File: src/uab_map.svh
`ifndef UAB_MAP_SVH
`define UAB_MAP_SVH
// Register offsets (byte addresses, one word each)
`define UAB_CTRL_OFF 12'h000
`define UAB_STAT_OFF 12'h004
`define UAB_DIV_OFF 12'h008
`define UAB_TXD_OFF 12'h00c
`define UAB_RXD_OFF 12'h010
// Control register fields
`define UAB_C_SERIAL_PORT_ENABLE 0
`define UAB_C_SYNC 1
`define UAB_C_TRANSMIT_ENABLE 2
`define UAB_C_TX9 3
`define UAB_C_NINTH_TRANSMIT_BIT 4
`define UAB_C_HIGH_SPEED_BAUD_SELECT 5
`define UAB_C_WIDE_GENERATOR_SELECT 6
`define UAB_C_WUE 7
`define UAB_C_AUTOBAUD_ENABLE 8
`define UAB_C_ABOVF 9
`define UAB_C_TRANSMIT_EMPTY_IRQ_ENABLE 10
// Status register fields
`define UAB_S_TXBE 0
`define UAB_S_SHIFTER_EMPTY_BIT 1
`define UAB_S_RCF 2
// Reset values
`define UAB_DIV_RST 16'h0000
`define UAB_WORD_RST 32'h0000_0000
// Timing: oscillator periods per instruction cycle, oversampling ratios
`define UAB_TCY_CLKS 3'd4
`define UAB_OV_SLOW 7'd64
`define UAB_OV_MID 7'd16
`define UAB_OV_FAST 7'd4
`define UAB_AB_PRE 3
`define UAB_AB_EDGES 3'd5
`define UAB_SYNC_CHAR 8'h55
`endif

File: src/uab_pkg.sv
`include "uab_map.svh"
package uab_pkg;
   typedef enum logic [2:0] {TX_IDLE, TX_LOAD, TX_START, TX_DATA, TX_STOP} uab_tx_t;
   typedef enum logic [2:0] {AB_OFF, AB_BRK, AB_START, AB_EDGE1, AB_MEAS} uab_ab_t;

   typedef struct packed {
      logic serial_port_enable, sync, transmit_enable, tx9, ninth_transmit_bit, high_speed_baud_select, wide_generator_select, wake_on_activity_enable, autobaud_enable, abovf, transmit_empty_irq_enable;
      logic [15:0] div;
      logic [15:0] baud_generator;
      logic [7:0] txbuf;
      logic buf_full;
      logic [2:0] wr_dly;
      logic [2:0] ld_cnt;
      logic txbe;
      uab_tx_t tx_st;
      logic [8:0] transmit_shifter;
      logic [3:0] bcnt;
      logic [6:0] ovc;
      logic txd;
      uab_ab_t ab_st;
      logic [9:0] pre;
      logic [2:0] edges;
      logic rx_q;
      logic rcf;
      logic pready;
      logic [31:0] prdata;
      logic pslverr;
      logic txe_req;
      logic rx_hold;
   } uab_dev_st_t;

   typedef struct packed {
      uab_tx_t tst;
      logic [15:0] tcnt;
      logic [3:0] tbits;
      logic [8:0] tsh;
      logic txd;
      logic sready;
      uab_tx_t rst;
      logic [15:0] rcnt;
      logic [3:0] rbits;
      logic [8:0] rsh;
      logic rx_q;
      logic [8:0] rdata;
      logic rvalid;
   } uab_rem_st_t;

   // Generator ticks per bit for the two select bits
   function automatic logic [6:0] uab_ov(input logic high_speed_baud_select, input logic wide_generator_select);
      unique case ({wide_generator_select, high_speed_baud_select})
         2'b00: uab_ov = `UAB_OV_SLOW;
         2'b11: uab_ov = `UAB_OV_FAST;
         default: uab_ov = `UAB_OV_MID;
      endcase
   endfunction
endpackage

File: src/uab_link_if.sv
`timescale 1ns/10ps
interface uab_link_if;
   logic dev_txd;
   logic rem_txd;
   modport dev(output dev_txd, input rem_txd);
   modport rem(input dev_txd, output rem_txd);
endinterface

File: src/uab_dev.sv
// Implementation choices: register access over APB and the register addresses.
`timescale 1ns/10ps
`include "uab_map.svh"
module uab_dev
   import uab_pkg::*;
(
   input wire logic pclk, // System clock
   input wire logic presetn, // Async reset, active low
   input wire logic psel, // APB select
   input wire logic penable, // APB enable
   input wire logic pwrite, // APB write
   input wire logic [11:0] paddr, // APB address
   input wire logic [31:0] pwdata, // APB write data
   output logic [31:0] prdata, // APB read data
   output logic pready, // APB ready
   output logic pslverr, // APB error
   output logic txe_req, // Buffer empty request
   output logic rx_hold, // Receiver held idle
   uab_link_if.dev lnk // Serial line
);
   uab_dev_st_t q, d;
   logic acc, wr, rd, rise, fall, tick, bit_end, tx_on, set_txbe;
   logic [6:0] ov;
   logic [31:0] rdv;

   always_comb begin
      d = q;
      set_txbe = 1'b0;
      tick = 1'b0;
      acc = psel & penable;
      wr = acc & pwrite & q.pready;
      rd = acc & ~pwrite & q.pready;
      rise = lnk.rem_txd & ~q.rx_q;
      fall = ~lnk.rem_txd & q.rx_q;
      d.rx_q = lnk.rem_txd;
      ov = uab_ov(q.high_speed_baud_select, q.wide_generator_select);
      tx_on = q.serial_port_enable & ~q.sync & q.transmit_enable & ~q.autobaud_enable;

      // Register read mux, answered one cycle after the access phase starts
      rdv = `UAB_WORD_RST;
      d.pslverr = 1'b0;
      unique case (paddr)
         `UAB_CTRL_OFF: begin
            rdv[`UAB_C_SERIAL_PORT_ENABLE] = q.serial_port_enable;
            rdv[`UAB_C_SYNC] = q.sync;
            rdv[`UAB_C_TRANSMIT_ENABLE] = q.transmit_enable;
            rdv[`UAB_C_TX9] = q.tx9;
            rdv[`UAB_C_NINTH_TRANSMIT_BIT] = q.ninth_transmit_bit;
            rdv[`UAB_C_HIGH_SPEED_BAUD_SELECT] = q.high_speed_baud_select;
            rdv[`UAB_C_WIDE_GENERATOR_SELECT] = q.wide_generator_select;
            rdv[`UAB_C_WUE] = q.wake_on_activity_enable;
            rdv[`UAB_C_AUTOBAUD_ENABLE] = q.autobaud_enable;
            rdv[`UAB_C_ABOVF] = q.abovf;
            rdv[`UAB_C_TRANSMIT_EMPTY_IRQ_ENABLE] = q.transmit_empty_irq_enable;
         end
         `UAB_STAT_OFF: begin
            rdv[`UAB_S_TXBE] = q.txbe;
            rdv[`UAB_S_SHIFTER_EMPTY_BIT] = (q.tx_st == TX_IDLE) | (q.tx_st == TX_LOAD);
            rdv[`UAB_S_RCF] = q.rcf;
         end
         `UAB_DIV_OFF: rdv[15:0] = q.div;
         `UAB_TXD_OFF: rdv[7:0] = q.txbuf;
         `UAB_RXD_OFF: rdv = `UAB_WORD_RST;
         default: d.pslverr = acc & ~q.pready;
      endcase
      d.pready = acc & ~q.pready;
      d.prdata = (acc & ~q.pready) ? rdv : `UAB_WORD_RST;

      // Software writes
      if (wr && paddr == `UAB_CTRL_OFF) begin
         d.serial_port_enable = pwdata[`UAB_C_SERIAL_PORT_ENABLE];
         d.sync = pwdata[`UAB_C_SYNC];
         d.transmit_enable = pwdata[`UAB_C_TRANSMIT_ENABLE];
         d.tx9 = pwdata[`UAB_C_TX9];
         d.ninth_transmit_bit = pwdata[`UAB_C_NINTH_TRANSMIT_BIT];
         d.high_speed_baud_select = pwdata[`UAB_C_HIGH_SPEED_BAUD_SELECT];
         d.wide_generator_select = pwdata[`UAB_C_WIDE_GENERATOR_SELECT];
         d.wake_on_activity_enable = pwdata[`UAB_C_WUE];
         d.autobaud_enable = pwdata[`UAB_C_AUTOBAUD_ENABLE] & ~pwdata[`UAB_C_SYNC];
         d.abovf = pwdata[`UAB_C_ABOVF];
         d.transmit_empty_irq_enable = pwdata[`UAB_C_TRANSMIT_EMPTY_IRQ_ENABLE];
         if (pwdata[`UAB_C_TRANSMIT_ENABLE] & ~q.transmit_enable) set_txbe = 1'b1;
         if (d.autobaud_enable & ~q.autobaud_enable) begin
            d.div = `UAB_DIV_RST;
            d.pre = '0;
            d.ab_st = pwdata[`UAB_C_WUE] ? AB_BRK : AB_START;
         end
         if (!d.autobaud_enable) d.ab_st = AB_OFF;
      end
      if (wr && paddr == `UAB_DIV_OFF && !q.autobaud_enable) d.div = pwdata[15:0];
      // Buffer writes during measurement are dropped: the generator is busy
      if (wr && paddr == `UAB_TXD_OFF && !q.autobaud_enable) begin
         d.txbuf = pwdata[7:0];
         d.buf_full = 1'b1;
         d.wr_dly = `UAB_TCY_CLKS;
      end
      if (rd && paddr == `UAB_RXD_OFF) d.rcf = 1'b0;

      // Flag drops only once the first instruction cycle after the write ends
      if (q.wr_dly != 3'd0) begin
         d.wr_dly = q.wr_dly - 3'd1;
         if (q.wr_dly == 3'd1) d.txbe = 1'b0;
      end

      // Bit clock: down-counter reloaded from the divisor
      if (tx_on) begin
         if (q.baud_generator == 16'h0000) begin
            d.baud_generator = q.wide_generator_select ? q.div : {8'h00, q.div[7:0]};
            tick = 1'b1;
         end else begin
            d.baud_generator = q.baud_generator - 16'd1;
         end
      end
      bit_end = tick & (q.ovc == ov - 7'd1);
      if (tick) d.ovc = bit_end ? 7'd0 : q.ovc + 7'd1;

      unique case (q.tx_st)
         TX_IDLE: if (tx_on & q.buf_full) begin
            d.tx_st = TX_LOAD;
            d.ld_cnt = `UAB_TCY_CLKS - 3'd1;
         end
         TX_LOAD: if (q.ld_cnt == 3'd0) begin
            d.transmit_shifter = {q.tx9 & q.ninth_transmit_bit, q.txbuf};
            d.buf_full = 1'b0;
            set_txbe = 1'b1;
            d.tx_st = TX_START;
            d.bcnt = 4'd0;
            d.ovc = 7'd0;
         end else begin
            d.ld_cnt = q.ld_cnt - 3'd1;
         end
         TX_START: if (bit_end) d.tx_st = TX_DATA;
         TX_DATA: if (bit_end) begin
            d.transmit_shifter = {1'b0, q.transmit_shifter[8:1]};
            d.bcnt = q.bcnt + 4'd1;
            if (q.bcnt == (q.tx9 ? 4'd8 : 4'd7)) d.tx_st = TX_STOP;
         end
         TX_STOP: if (bit_end) d.tx_st = TX_IDLE;
      endcase
      if (!tx_on) d.tx_st = TX_IDLE;
      if (set_txbe) d.txbe = 1'b1;
      d.txd = (d.tx_st == TX_START) ? 1'b0 :
              (d.tx_st == TX_DATA) ? d.transmit_shifter[0] : 1'b1;

      // Baud measurement
      unique case (q.ab_st)
         AB_OFF: ;
         AB_BRK: if (rise) d.ab_st = AB_START;
         AB_START: if (fall) d.ab_st = AB_EDGE1;
         AB_EDGE1: if (rise) begin
            d.ab_st = AB_MEAS;
            d.edges = 3'd1;
            d.pre = '0;
         end
         AB_MEAS: begin
            if (q.pre == {ov, `UAB_AB_PRE'd0} - 10'd1) begin
               d.pre = '0;
               d.div = q.div + 16'd1;
               if (q.div == 16'hffff) d.abovf = 1'b1;
            end else begin
               d.pre = q.pre + 10'd1;
            end
            if (rise) begin
               d.edges = q.edges + 3'd1;
               if (q.edges == `UAB_AB_EDGES - 3'd1) begin
                  d.autobaud_enable = 1'b0;
                  d.rcf = 1'b1;
                  d.ab_st = AB_OFF;
               end
            end
         end
         default: d.ab_st = AB_OFF;
      endcase
      if (!q.serial_port_enable) d.ab_st = AB_OFF;
      d.rx_hold = d.ab_st != AB_OFF;
      d.txe_req = d.txbe & d.transmit_empty_irq_enable;
   end

   always_ff @(posedge pclk or negedge presetn) begin
      if (!presetn) begin
         q <= '0;
         q.txd <= 1'b1;
         q.rx_q <= 1'b1;
         q.div <= `UAB_DIV_RST;
      end else begin
         q <= d;
      end
   end

   assign prdata = q.prdata;
   assign pready = q.pready;
   assign pslverr = q.pslverr;
   assign txe_req = q.txe_req;
   assign rx_hold = q.rx_hold;
   assign lnk.dev_txd = q.txd;
endmodule

File: src/flat_wrapper.sv
// flat-port wrapper written by rule: the top's interface ports become plain ports
module uab_dev_flat import uab_pkg::*;
  (pclk, presetn, psel, penable, pwrite, paddr, pwdata, prdata, pready, pslverr, txe_req, rx_hold, lnk_dev_txd, lnk_rem_txd);
  uab_link_if lnk_i ();
  input wire logic pclk;
  input wire logic presetn;
  input wire logic psel;
  input wire logic penable;
  input wire logic pwrite;
  input wire logic [11:0] paddr;
  input wire logic [31:0] pwdata;
  output logic [31:0] prdata;
  output logic pready;
  output logic pslverr;
  output logic txe_req;
  output logic rx_hold;
  output wire logic [$bits(lnk_i.dev_txd)-1:0] lnk_dev_txd;
  input wire logic [$bits(lnk_i.rem_txd)-1:0] lnk_rem_txd;
  assign lnk_dev_txd = lnk_i.dev_txd;
  assign lnk_i.rem_txd = lnk_rem_txd;
  uab_dev u_core (.pclk(pclk), .presetn(presetn), .psel(psel), .penable(penable), .pwrite(pwrite), .paddr(paddr), .pwdata(pwdata), .prdata(prdata), .pready(pready), .pslverr(pslverr), .txe_req(txe_req), .rx_hold(rx_hold), .lnk(lnk_i));
endmodule
File: config.mk
export PLATFORM = sky130hd
export DESIGN_NAME = uab_dev_flat
export DESIGN_NICKNAME = d
export VERILOG_FILES = /design/src/uab_pkg.sv /design/src/uab_link_if.sv /design/src/uab_dev.sv /design/src/flat_wrapper.sv
export VERILOG_INCLUDE_DIRS = /design/src /design/src/src
export SDC_FILE = /design/constraint.sdc
export NUM_CORES = 1
export LEC_CHECK = 0
export BUFFER_PORTS_ARGS = -buffer_cell sky130_fd_sc_hd__buf_2
export CAP_MARGIN = 20
export CORE_MARGIN = 8
export CORE_UTILIZATION = 35
export DETAILED_ROUTE_END_ITERATION = 10
export PLACE_DENSITY = 0.65
export SYNTH_ARGS = -nofsm -noshare
export SYNTH_HDL_FRONTEND = slang
export SYNTH_SLANG_ARGS = --single-unit
export TNS_END_PERCENT = 100
File: constraint.sdc
create_clock -name pclk -period 2.3 [get_ports pclk]
set_input_delay 0.115 -clock pclk [delete_from_list [all_inputs] [get_ports pclk]]
set_output_delay 0.115 -clock pclk [all_outputs]
set_load 0.005 [all_outputs]
---- Word level (Yosys, flattened, before mapping) ----
Cells that the tools add are included.
W data, S select, Z words.
word-level totals
  register bits ........................... 137
  logic and storage cells ................. 189
operators by class
  muxes and demuxes ....................... 68
  reduce and logical (&&, ||, !) cells .... 23
  equality and inequality tests ........... 27
  add/sub/neg operators ................... 10
  bitwise logic cells ..................... 27
operators with widths
  operator                 count
  $mux W16                 9
  $pmux W13 S2             2
  $mux W3                  15
  $pmux W3 S5              2
  $mux W13                 2
  $eq A12 B4 Y1 const B    2
  $mux W23                 1
  $mux W1                  22
  $mux W7                  3
  $mux W19                 1
  $and A1 B1 Y1            18
  $eq A3 B2 Y1 const B     6
  $add A16 B1 Y16 const B  1
  $eq A16 B16 Y1 const B   1
  $logic_not A16 Y1        1
  $sub A16 B1 Y16 const B  1
  $pmux W5 S3              1
  $pmux W7 S2              1
  $eq A12 B3 Y1 const B    1
  $eq A12 B5 Y1 const B    1
  $logic_not A12 Y1        1
  $pmux W3 S2              2
  $pmux W3 S4              1
  $add A10 B1 Y10 const B  1
  28 further kinds         59

---- Longest topological paths before layout ----
Gate-level depths: netlist (run 1).
  word-level depth ........................ 14
  depth in mapped cells ................... 10
  gate-level depth less buffers ........... 8

---- Worst setup path before layout (run 1) ----
OpenSTA, ideal clock, no wires.
  kind .................................... register to register
  from .................................... reg u_core.q[94] (netlist bit)
  to ...................................... reg u_core.q[65] (netlist bit)
  cell stages (with the launch flop) ...... 10
  setup slack ............................. -0.249 ns
  data arrival time ....................... 2.471 ns
  required time ........................... 2.222 ns
  setup time .............................. 0.078 ns
  cell sequence ........................... dfrtp_1 inv_1 ha_1 or4b_1 nor3_1 o2111ai_2 or2_1 buf_2 or3_1 a21oi_1
on the way
  cells in the longest elaborated chain, start to end .. 6
RTL lines
  item                                line            source
  start, declared                     uab_dev.sv:21   uab_dev_st_t q, d;
  $logic_not A16 Y1                   uab_dev.sv:107  if (q.baud_generator == 16'h0000) begin
  $mux W1                             uab_dev.sv:107
  $mux W1                             uab_dev.sv:106  if (tx_on) begin
  $and A1 B1 Y1                       uab_dev.sv:114  bit_end = tick & (q.ovc == ov - 7'd1);
  $ne A2 B1 Y1 (no source line)       --
  $reduce_and A3 Y1 (no source line)  --
Every way passes these cells.
A chain may end at the register's enable or synchronous reset.

---- Worst setup path after layout (run 1) ----
  from .................................... reg u_core.q[103] (netlist bit)
  to ...................................... reg u_core.q[109] (netlist bit)
on the way
  cells in the longest elaborated chain, start to end .. 2
RTL lines
  item                                                  line
  $sub A16 B1 Y16 or $logic_not A16 Y1 (tied branches)  uab_dev.sv:111, uab_dev.sv:107
  $mux W16 *                                            uab_dev.sv:107
Every way passes the cells marked *; elsewhere a longest branch is shown, timed or not.

==> run metrics, run 1 <==
CTS clk-pin slew, worst paths=around 0.060 ns; first drt pass iteration count=6; Max Buffers Root-to-Sink=2; warnings from Yosys=0; Switching Fraction=between 20% and 30%; Hold Crit Class=in2reg; Flop pwr share=between 40% and 50%; final net count=around 900; hold slack=0.0248 ns; # setup viols final=21; post-placement setup slack=-0.160 ns; HPWL Detailed=about 13,000 microns; Synth area leaders=dfrtp_1 45%, o21ai_0 3.7%, buf_4 3.6%; Arr. time, crit path=2.75 ns; top cells by count, synth=119 x dfrtp_1, 60 x nand2_1, 60 x nor2_1; Worst path top cell family by delay=simple AND/OR/NAND/NOR gates; f_max=410 MHz; CTS Buf Count=17; Area growth, synth to finish=30.2%; Clk Latency, worst-skew pair=0.42 ns; Starting Density=35.5%; syn_area_per_cell=about 9.4 sq um; GP Congestion=0.852; critical path's slowest cell=or4_4; Most used DFF post-synth=dfrtp_1; Final Worst Setup Slack=-0.138 ns; most common cell in the netlist=dfrtp_1; #FFs+latches synth=121; Worst EP required=2.61 ns; clock share of power=49.4%; Layout Skew=0.0110 ns; CP Class=reg2reg; failing checks=negative setup slack; GRT Residual Overflow=0; maxcap violations=0; RSZ-0062 raised after global routing=true; Final Util=between 40% and 50%; Netlist Area Pre-Place=6600 sq um; post-layout minimum cycle time=about 2.4 ns; WL per Instance=17.4 microns; CP Max Fanout=2; Max Slew Vio Count=0; synthesized netlist cell count=702; CP Launch Type=flip-flop; CTS tree=yes; total die area=23,500 sq um; input/output buffers=54; most common cell type on the critical path=or3_4; switching power=roughly 1.1 mW; crit end category=flip-flop; Residual DRC=0; antenna violations before repair=0; CP Buf/Inv Count=0; Top Ports=87; initial drt markers=410; final wirelength=18,900 microns; ANT nets after route=0; global-route wire length before repair=29,600 microns; Post-synth EDFFs=0; max_slew headroom=58.2%; row cnt=50; P per Cell Area=563 nW/um^2; status=complete, but fails checks; area leader, netlist=dfrtp_1; largest net degree at the start of global routing=49; vias=5,821; final instance area=8590 sq um; P_int=3.75 mW; top cell type's share of synthesized area=45.1%; Max rail drop VDD=0.519 mV; Seq/Total Area, Yosys=45.9%; number of global-route vias before repair=5,685; placed inst area=7540 sq um; slowest stage delay, CP=0.54 ns; DIE WIDTH=153 microns; # clock sinks=121; synth unique cells=74; final hold vios=0; Max H-tree Level=4; share of cells above drive strength 1=29.9%; root buf cell=clkbuf_16; crit share post-route=106%; Worst-Margin Slew=0.621 ns; Core Region=18,600 sq um; Comb pwr share=5.4%; Overall Global Routing Usage=between 10% and 20%; Async S/R FF share, synth=100%; die height=between 150 and 200 microns; Total Power=4.84 mW; P_leak=~4 nW; worst path cell trace=or4_4, or3_4, or3_4, or3_4, or2_0, a22o_1; n_diodes=0; via density per instance=5.37
==> final timing paths <==
path                                from                  to  slack (ns)  cells after the start
max                        u_core.q[103]       u_core.q[109]       -0.14                      6
min                            pwdata[4]       u_core.q[114]        0.02                      3
max reg2reg                u_core.q[103]       u_core.q[109]       -0.14                      6
min reg2reg                 u_core.q[68]        u_core.q[68]        0.49                      1
max in group asynchronous        presetn  u_core.lnk.dev_txd        1.33                      3
min in group asynchronous        presetn       u_core.q[118]        0.24                      2
==> through the flow <==
step | setup TNS, ns | std cells
6_report | -1.02 | 1084
5_1_grt | -3.19 | 1084
4_1_cts | -1.31 | 1069
3_5_place_dp | -4.03 | 1018
3_3_place_gp | -3.16 | 1018
2_1_floorplan | -1.18 | 717
==> power by group through the flow <==
| stage | registers (mW) | clock network, mW | logic, mW |
|---|---|---|---|
| floorplan | 2.22 | 0 | 0.139 |
| global placement | 2.22 | 0 | 0.235 |
| detailed placement | 2.22 | 0 | 0.240 |
| CTS | 2.19 | 2.43 | 0.262 |
| global route | 2.19 | 2.53 | 0.301 |
| finish | 2.19 | 2.39 | 0.259 |
==> cell type report <==
cell class | count | area, sq um
Sequential cell | 121 | 3030
Multi-Input combinational cell | 511 | 3460
Inverter | 20 | 75.1
Tap cell | 234 | 293
Clock inverter | 2 | 12.5
Timing Repair Buffer | 168 | 1220
Fill cell | 1712 | 9990
Clock buffer | 28 | 507
==> sequential cells by signal (all words and copies together) (netlist names) <==
name / count
u_core.lnk.dev_txd: 1
u_core.prdata: 16
u_core.pready: 1
u_core.pslverr: 1
u_core.q: 100
u_core.rx_hold: 1
u_core.txe_req: 1
==> layer usage <==
metal / vias to the layer above / part of all wire (%) / GRT usage (%)
met3: 32 / 3.9 / 4.00
met5: - / 0 / 0
met1: 2896 / 45 / 19.6
li1: 2772 / - / -
met2: 121 / 49 / 25.7
met4: 0 / 2.1 / 5.51
==> worst min-delay path, stage by stage <==
cell	delay, ns
buf_2	0.14
nand2_1	0.07
o311ai_0	0.08
==> logic make-up (layout without fill, tap and decap cells) <==
family | after synthesis | in the layout | share of synthesized area, %
other | 1 | 16 | 0.0568
multiplexers | 30 | 30 | 5.46
XOR/XNOR | 8 | 8 | 1.06
flip-flops | 121 | 121 | 45.9
AO/OA/AOI/OAI | 161 | 161 | 16.0
AND/OR/NAND/NOR | 285 | 285 | 22.7
adder cells (fa/ha/maj) | 11 | 11 | 2.05
buffers and inverters | 85 | 218 | 6.73
==> repair_timing <==
action / in CTS / in global routing
buffers inserted: 4 / 15
pin swaps: 2 / 14
gates resized for setup: 19 / 44
hold buffers: 16 / 0
cloned: 1 / 0
endpoints found under the hold margin: 64 / 0
setup endpoints to repair: 43 / 48
==> cell usage in the layout, fill, tap and decap left out, types with 12 or more instances in the layout <==
cell | Yosys | layout
a21oi_1 | 34 | 31
and2_1 | 12 | 12
buf_2 | 3 | 53
buf_4 | 32 | 92
clkbuf_16 | 0 | 17
conb_1 | 1 | 16
dfrtp_1 | 119 | 118
dlygate4sd3_1 | 0 | 16
inv_1 | 20 | 18
mux2_2 | 18 | 18
nand2_1 | 60 | 60
nand3_1 | 31 | 30
nor2_1 | 60 | 56
nor2b_1 | 14 | 14
o21ai_0 | 49 | 38
Power figures use the tool's default switching activity.
==> inputs of run 2 (changes only) <==
--- a/config.mk
+++ b/config.mk
@@ -12,6 +12,7 @@
 export CORE_UTILIZATION = 35
 export DETAILED_ROUTE_END_ITERATION = 10
 export PLACE_DENSITY = 0.65
+export RECOVER_POWER = 25
 export SYNTH_ARGS = -nofsm -noshare
 export SYNTH_HDL_FRONTEND = slang
 export SYNTH_SLANG_ARGS = --single-unit
==> run 2 against run 1 <==
  * Sequential share of layout area up 0.082 points
  * Count of clock-buffer cells in the layout unchanged
  * Sequential power hardly changed
  * Sequential cell count unchanged
  * The run still ends with negative setup slack left
  * Critical endpoint unchanged
  * Cell count is the same
==> run metrics, run 2 (same netlist as run 1, synthesis figures left out) <==
status=complete, but fails checks; failing checks=negative setup slack; Layout Skew=0.0121 ns (+0.00107 ns); crit end category=flip-flop; Top reg by flops=u_core.q; most common cell type on the critical path=or3_4; final wirelength=18,800 microns (-0.25%); input/output buffers=54 (unchanged); crit share post-route=106% (about the same); FILL cells=1,718 (+0.35%); Reg-to-Reg Start=u_core.q[103]; Core Region=18,600 sq um (unchanged); DIE WIDTH=153 microns (unchanged); CP Class=reg2reg; Max H-tree Level=4 (unchanged); P_leak=3.99 nW (-0.30%); CP Launch Type=flip-flop; first drt pass iteration count=5 (-1); antenna violations before repair=0 (unchanged); Hold Startpoint=pwdata[4]; placed inst area=7540 sq um (unchanged); setup TNS=-1.09 ns (-0.0662 ns); Overall Global Routing Usage=15.7% (unchanged); Worst EP required=2.61 ns (about the same); R2R depth=6 (unchanged); hold endpoint=u_core.q[114]; reg2reg setup slack=-0.14 ns (about the same); global-route wire length before repair=29,600 microns (unchanged); GRT Residual Overflow=0 (unchanged); f_max=410 MHz (about the same); Arr. time, crit path=2.75 ns (about the same); WL per Instance=17.4 microns (-0.25%); CTS Buf Count=17 (unchanged); Hold Crit Class=in2reg; total die area=23,500 sq um (unchanged); # setup viols final=21 (unchanged); max_slew headroom=30.1% (-28 points); most frequent cells in the layout=118 x dfrtp_1, 90 x buf_4, 60 x nand2_1, 56 x nor2_1, 52 x buf_2; HPWL Detailed=13,400 microns (unchanged); root buf cell=clkbuf_16; number of global-route vias before repair=5,685 (unchanged); n_diodes=0 (unchanged); r2r endpoint=u_core.q[109]; vias=5,820 (-0.017%); CP Max Fanout=2 (unchanged); final instance area=8570 sq um (-0.23%); initial drt markers=374 (-8.8%); Clk Latency, worst-skew pair=0.42 ns (about the same); # clock sinks=121 (unchanged); final hold vios=0 (unchanged); Max Slew Vio Count=0 (unchanged); CTS tree=yes; max reg flops=100 (unchanged); share of cells above drive strength 1=29.6% (-0.24 points); CTS clk-pin slew, worst paths=0.06 ns (about the same); post-layout minimum cycle time=2.44 ns (+0.00103 ns); ANT nets after route=0 (unchanged); most common cell after layout, fill and taps aside=dfrtp_1; final net count=899 (unchanged); Hold Crit Depth=3 (unchanged); Starting Density=35.5% (unchanged); Max Buffers Root-to-Sink=2 (unchanged); die height=153 microns (unchanged); slowest stage delay, CP=0.54 ns (about the same); Worst-Margin Slew=1.05 ns (+0.428 ns); Top Ports=87 (unchanged); row cnt=50 (unchanged); Max rail drop VDD=0.517 mV (-0.41%); Area growth, synth to finish=29.9%; GP Congestion=0.852 (unchanged); RSZ-0062 raised after global routing=true; critical path's slowest cell=or4_4; P per Cell Area=564 nW/um^2 (about the same); Residual DRC=0 (unchanged); largest net degree at the start of global routing=49 (unchanged); via density per instance=5.37 (about the same); maxcap violations=0 (unchanged); worst path cell trace=or4_4, or3_4, or3_4, or3_4, or2_0, a22o_1; Final Worst Setup Slack=-0.139 ns (-0.00103 ns)
run 2: worst max-delay path by stage:
stage	from	end	slack, ns
2_1_floorplan	u_core.q[100]	u_core.q[109]	-0.24
6_report	u_core.q[103]	u_core.q[109]	-0.14
3_5_place_dp	u_core.q[103]	u_core.lnk.dev_txd	-0.16
5_1_grt	u_core.q[103]	u_core.q[109]	-0.20
3_3_place_gp	u_core.q[103]	u_core.lnk.dev_txd	-0.20
4_1_cts	u_core.q[103]	u_core.q[109]	-0.13
run 2: layout make-up:
cell class	count	area (sq um)	area share [%]
Multi-Input combinational cell	511	3460	40.3
Sequential cell	121	3030	35.4
Timing Repair Buffer	168	1200	14.0
Clock buffer	28	507	5.91
Tap cell	234	293	3.42
Inverter	20	75.1	0.876
Clock inverter	2	12.5	0.146
run 2: power by group:
group / switching (mW) / internal [mW] / leakage (nW) / total, mW
clock: 0.915 / 1.48 / 0.251 / 2.39
combinational: 0.148 / 0.106 / 2.14 / 0.254
sequential: 0.0234 / 2.16 / 1.59 / 2.19
total: 1.09 / 3.75 / 3.99 / 4.83
run 2: what timing repair did:
item                                   in CTS  in global routing
gates cloned                                1                  0
gates resized for setup                    19                 44
hold buffers                               16                  0
buffers inserted                            4                 15
pin swaps                                   2                 14
setup endpoints to repair                  43                 48
endpoints found under the hold margin      64                  0
run 2: critical path: cells and delay by family, from the launching register on:
kind / cells / cell delay (ns)
AND/OR/NAND/NOR: 5 / 1.80
flip-flops: 1 / 0.38
AO/OA/AOI/OAI: 1 / 0.17
run 2: metal layers:
layer  up-vias  wire [microns]  GRT usage [%]
met3        28             680           4.00
li1       2775               -              -
met2       125            9260           25.7
met5         -               0              0
met4         0             395           5.51
met1      2892            8470           19.6
run 2: metrics by stage:
stage | instances | power, mW | utilization [%] | hold slack, ns | worst slack [ns]
after floorplan | 717 | 2.36 | - | -0.181 | -0.236
after global routing | 1084 | 5.02 | 46.1 | 0.0255 | -0.198
after CTS | 1069 | 4.88 | 44.8 | 0.0111 | -0.126
after global placement | 1018 | 2.46 | 40.6 | 0.145 | -0.202
final | 1084 | 4.83 | 46.1 | 0.0306 | -0.139
after detailed placement | 1018 | 2.46 | 40.6 | 0.156 | -0.160
==> inputs of run 3 (changes only) <==
==> constraint.sdc (replaced) <==
create_clock -name pclk -period 1.95 [get_ports pclk]
set_input_delay 0.0975 -clock pclk [delete_from_list [all_inputs] [get_ports pclk]]
set_output_delay 0.0975 -clock pclk [all_outputs]
set_load 0.005 [all_outputs]
==> run 3 against run 2 <==
  * The flow still finishes with violations (negative setup slack)
  * Sequential power grew 17%
  * Total power is 32% higher
  * Count of clock-buffer cells in the layout fell by 9
  * Combinational power up 39%
  * Fmax fell by 2.9%
  * Register-to-register slack lost 0.42 ns
  * Design area grew 11%
  * Sequential share of layout area fell by 3.6 points
  * Via count is 6.0% higher
  * Core utilization is 5.2 points higher
  * Setup slack worse by 0.42 ns
==> run metrics, run 3 (same netlist as run 1, synthesis figures left out) <==
initial drt markers=520 (+39%); input/output buffers=54 (unchanged); global-route wire length before repair=32,000 microns (+8.2%); most common cell after layout, fill and taps aside=buf_4; Starting Density=35.5% (unchanged); max_slew headroom=44.3% (+14 points); Max Slew Vio Count=0 (unchanged); CP Launch Type=flip-flop; Max Buffers Root-to-Sink=2 (unchanged); critical path's slowest cell=or4_4; row cnt=50 (unchanged); largest net degree at the start of global routing=37 (-24%); Max H-tree Level=4 (unchanged); Max rail drop VDD=0.604 mV (+17%); antenna violations before repair=0 (unchanged); f_max=398 MHz (-2.9%); # clock sinks=121 (unchanged); max reg flops=100 (unchanged); Comb pwr share=5.5% (+0.2 points); number of global-route vias before repair=6,115 (+7.6%); n_diodes=0 (unchanged); WL per Instance=17.8 microns (+2.7%); DIE WIDTH=153 microns (unchanged); Worst path top cell family by delay=simple AND/OR/NAND/NOR gates; post-placement setup slack=-0.502 ns (-0.342 ns); Hold Crit Class=in2reg; GRT Residual Overflow=0 (unchanged); Worst Setup SP=u_core.q[103]; failing checks=negative setup slack; switching power=1.45 mW (+33%); Flop pwr share=40.4% (-4.9 points); post-layout minimum cycle time=2.51 ns (+0.0740 ns); most common cell type on the critical path=or3_4; maxcap violations=0 (unchanged); root buf cell=clkbuf_16; Top reg by flops=u_core.q; crit share post-route=129% (+23 points); first drt pass iteration count=5 (unchanged); Hold Startpoint=pwdata[7]; HPWL Detailed=13,300 microns (-0.18%); P_leak=4.45 nW (+12%); RSZ-0062 raised after global routing=true; final net count=950 (+5.7%); ANT nets after route=0 (unchanged); die height=153 microns (unchanged); vias=6,169 (+6.0%); CP Max Fanout=3 (+1); Core Region=18,600 sq um (unchanged); reg2reg setup slack=-0.56 ns (-0.42 ns); Layout Skew=0.0104 ns (-0.00174 ns); Total Power=6.37 mW (+32%); via density per instance=5.43 (+1.1%); GP Congestion=0.858 (+0.77%); P per Cell Area=668 nW/um^2 (+18%); Switching Fraction=22.7% (+0.21 points); Overall Global Routing Usage=16.8% (+1.2 points); Residual DRC=0 (unchanged); final wirelength=20,300 microns (+7.7%); P_int=4.93 mW (+31%); FILL cells=1,601 (-6.8%); most frequent cells in the layout=121 x buf_4, 118 x dfrtp_1, 52 x nor2_1, 52 x buf_2, 51 x nand2_1; total die area=23,500 sq um (unchanged); Worst-Margin Slew=0.836 ns (-0.213 ns); CTS Buf Count=17 (unchanged); Arr. time, crit path=2.82 ns (+0.07 ns); # setup viols final=57 (+170%); final hold vios=0 (unchanged); worst path cell trace=or4_4, or3_4, or3_4, or3_4, or2_0, a22o_1; crit end category=flip-flop; Top Ports=87 (unchanged); Reg-to-Reg Start=u_core.q[103]; slowest stage delay, CP=0.54 ns (about the same); Clk Latency, worst-skew pair=0.43 ns (about the same); CP Class=reg2reg; share of cells above drive strength 1=39.5% (+9.9 points); Area growth, synth to finish=44.5%; CTS clk-pin slew, worst paths=0.06 ns (about the same); Worst EP required=2.26 ns (-0.35 ns); clock share of power=54.1% (+4.6 points); Final Worst Setup Slack=-0.563 ns (-0.424 ns); CP Buf/Inv Count=0 (unchanged); CTS tree=yes; status=complete, but fails checks
[run 3: cell count changes in the layout (fill, tap and decap cells not counted), sizes merged, moves of 3 or more]
cell,change
bufinv,+4
buf,+47
clkbuf,-7
clkinv,+3
[run 3: layout make-up]
class                      count  area (sq um)  area share, %
multi-input combinational    511          3770           39.5
sequential                   121          3030           31.8
timing repair buffer         219          1730           18.1
clock buffer                  19           453           4.75
tap                          234           293           3.07
clock inverter                13           191           2.01
inverter                      20          75.1          0.787
[run 3: layer usage]
metal | vias to the layer above | GRT usage [%] | routed length [microns]
li1 | 2892 | - | -
met1 | 3034 | 21.3 | 8720
met2 | 211 | 27.7 | 10000
met3 | 32 | 4.12 | 1150
met4 | 0 | 5.83 | 371
met5 | - | 0 | 0
[run 3: worst paths after layout]
check,cells after the start,endpoint
hold / removal,3,u_core.q[117]
setup / recovery,6,u_core.q[109]
setup reg to reg,6,u_core.q[109]
min in group asynchronous,2,u_core.q[44]
hold reg to reg,1,u_core.q[67]
max in group asynchronous,3,u_core.q[57]
[run 3: power groups by stage]
stage	combinational, mW	clock (mW)	sequential (mW)
finish	0.352	3.45	2.57
global route	0.393	3.60	2.58
CTS	0.356	3.49	2.57
floorplan	0.164	0	2.62
global placement	0.319	0	2.61
detailed placement	0.326	0	2.61
[run 3: timing repair]
action / CTS / global route
hold buffers: 18 / 0
gates resized for setup: 89 / 57
cloned: 3 / 2
setup endpoints to repair: 61 / 72
endpoints found under the hold margin: 117 / 0
buffers inserted: 9 / 10
pin swaps: 35 / 19
[run 3: stage by stage]
step / cells / util, % / cell area [sq um] / hold slack (ns) / setup TNS, ns
2_1_floorplan: 717 / - / 6800 / -0.198 / -12.33
3_3_place_gp: 1068 / 42.9 / 7980 / 0.0592 / -17.80
3_5_place_dp: 1068 / 42.9 / 7980 / 0.0635 / -20.09
4_1_cts: 1129 / 49.6 / 9220 / 0.0135 / -15.67
5_1_grt: 1137 / 51.3 / 9540 / 0.0342 / -19.89
6_report: 1137 / 51.3 / 9540 / 0.0520 / -15.36
[run 3: worst min-delay path, cell delays in order]
cell	delay, ns
buf_2	0.18
nand2_4	0.07
o311ai_2	0.08
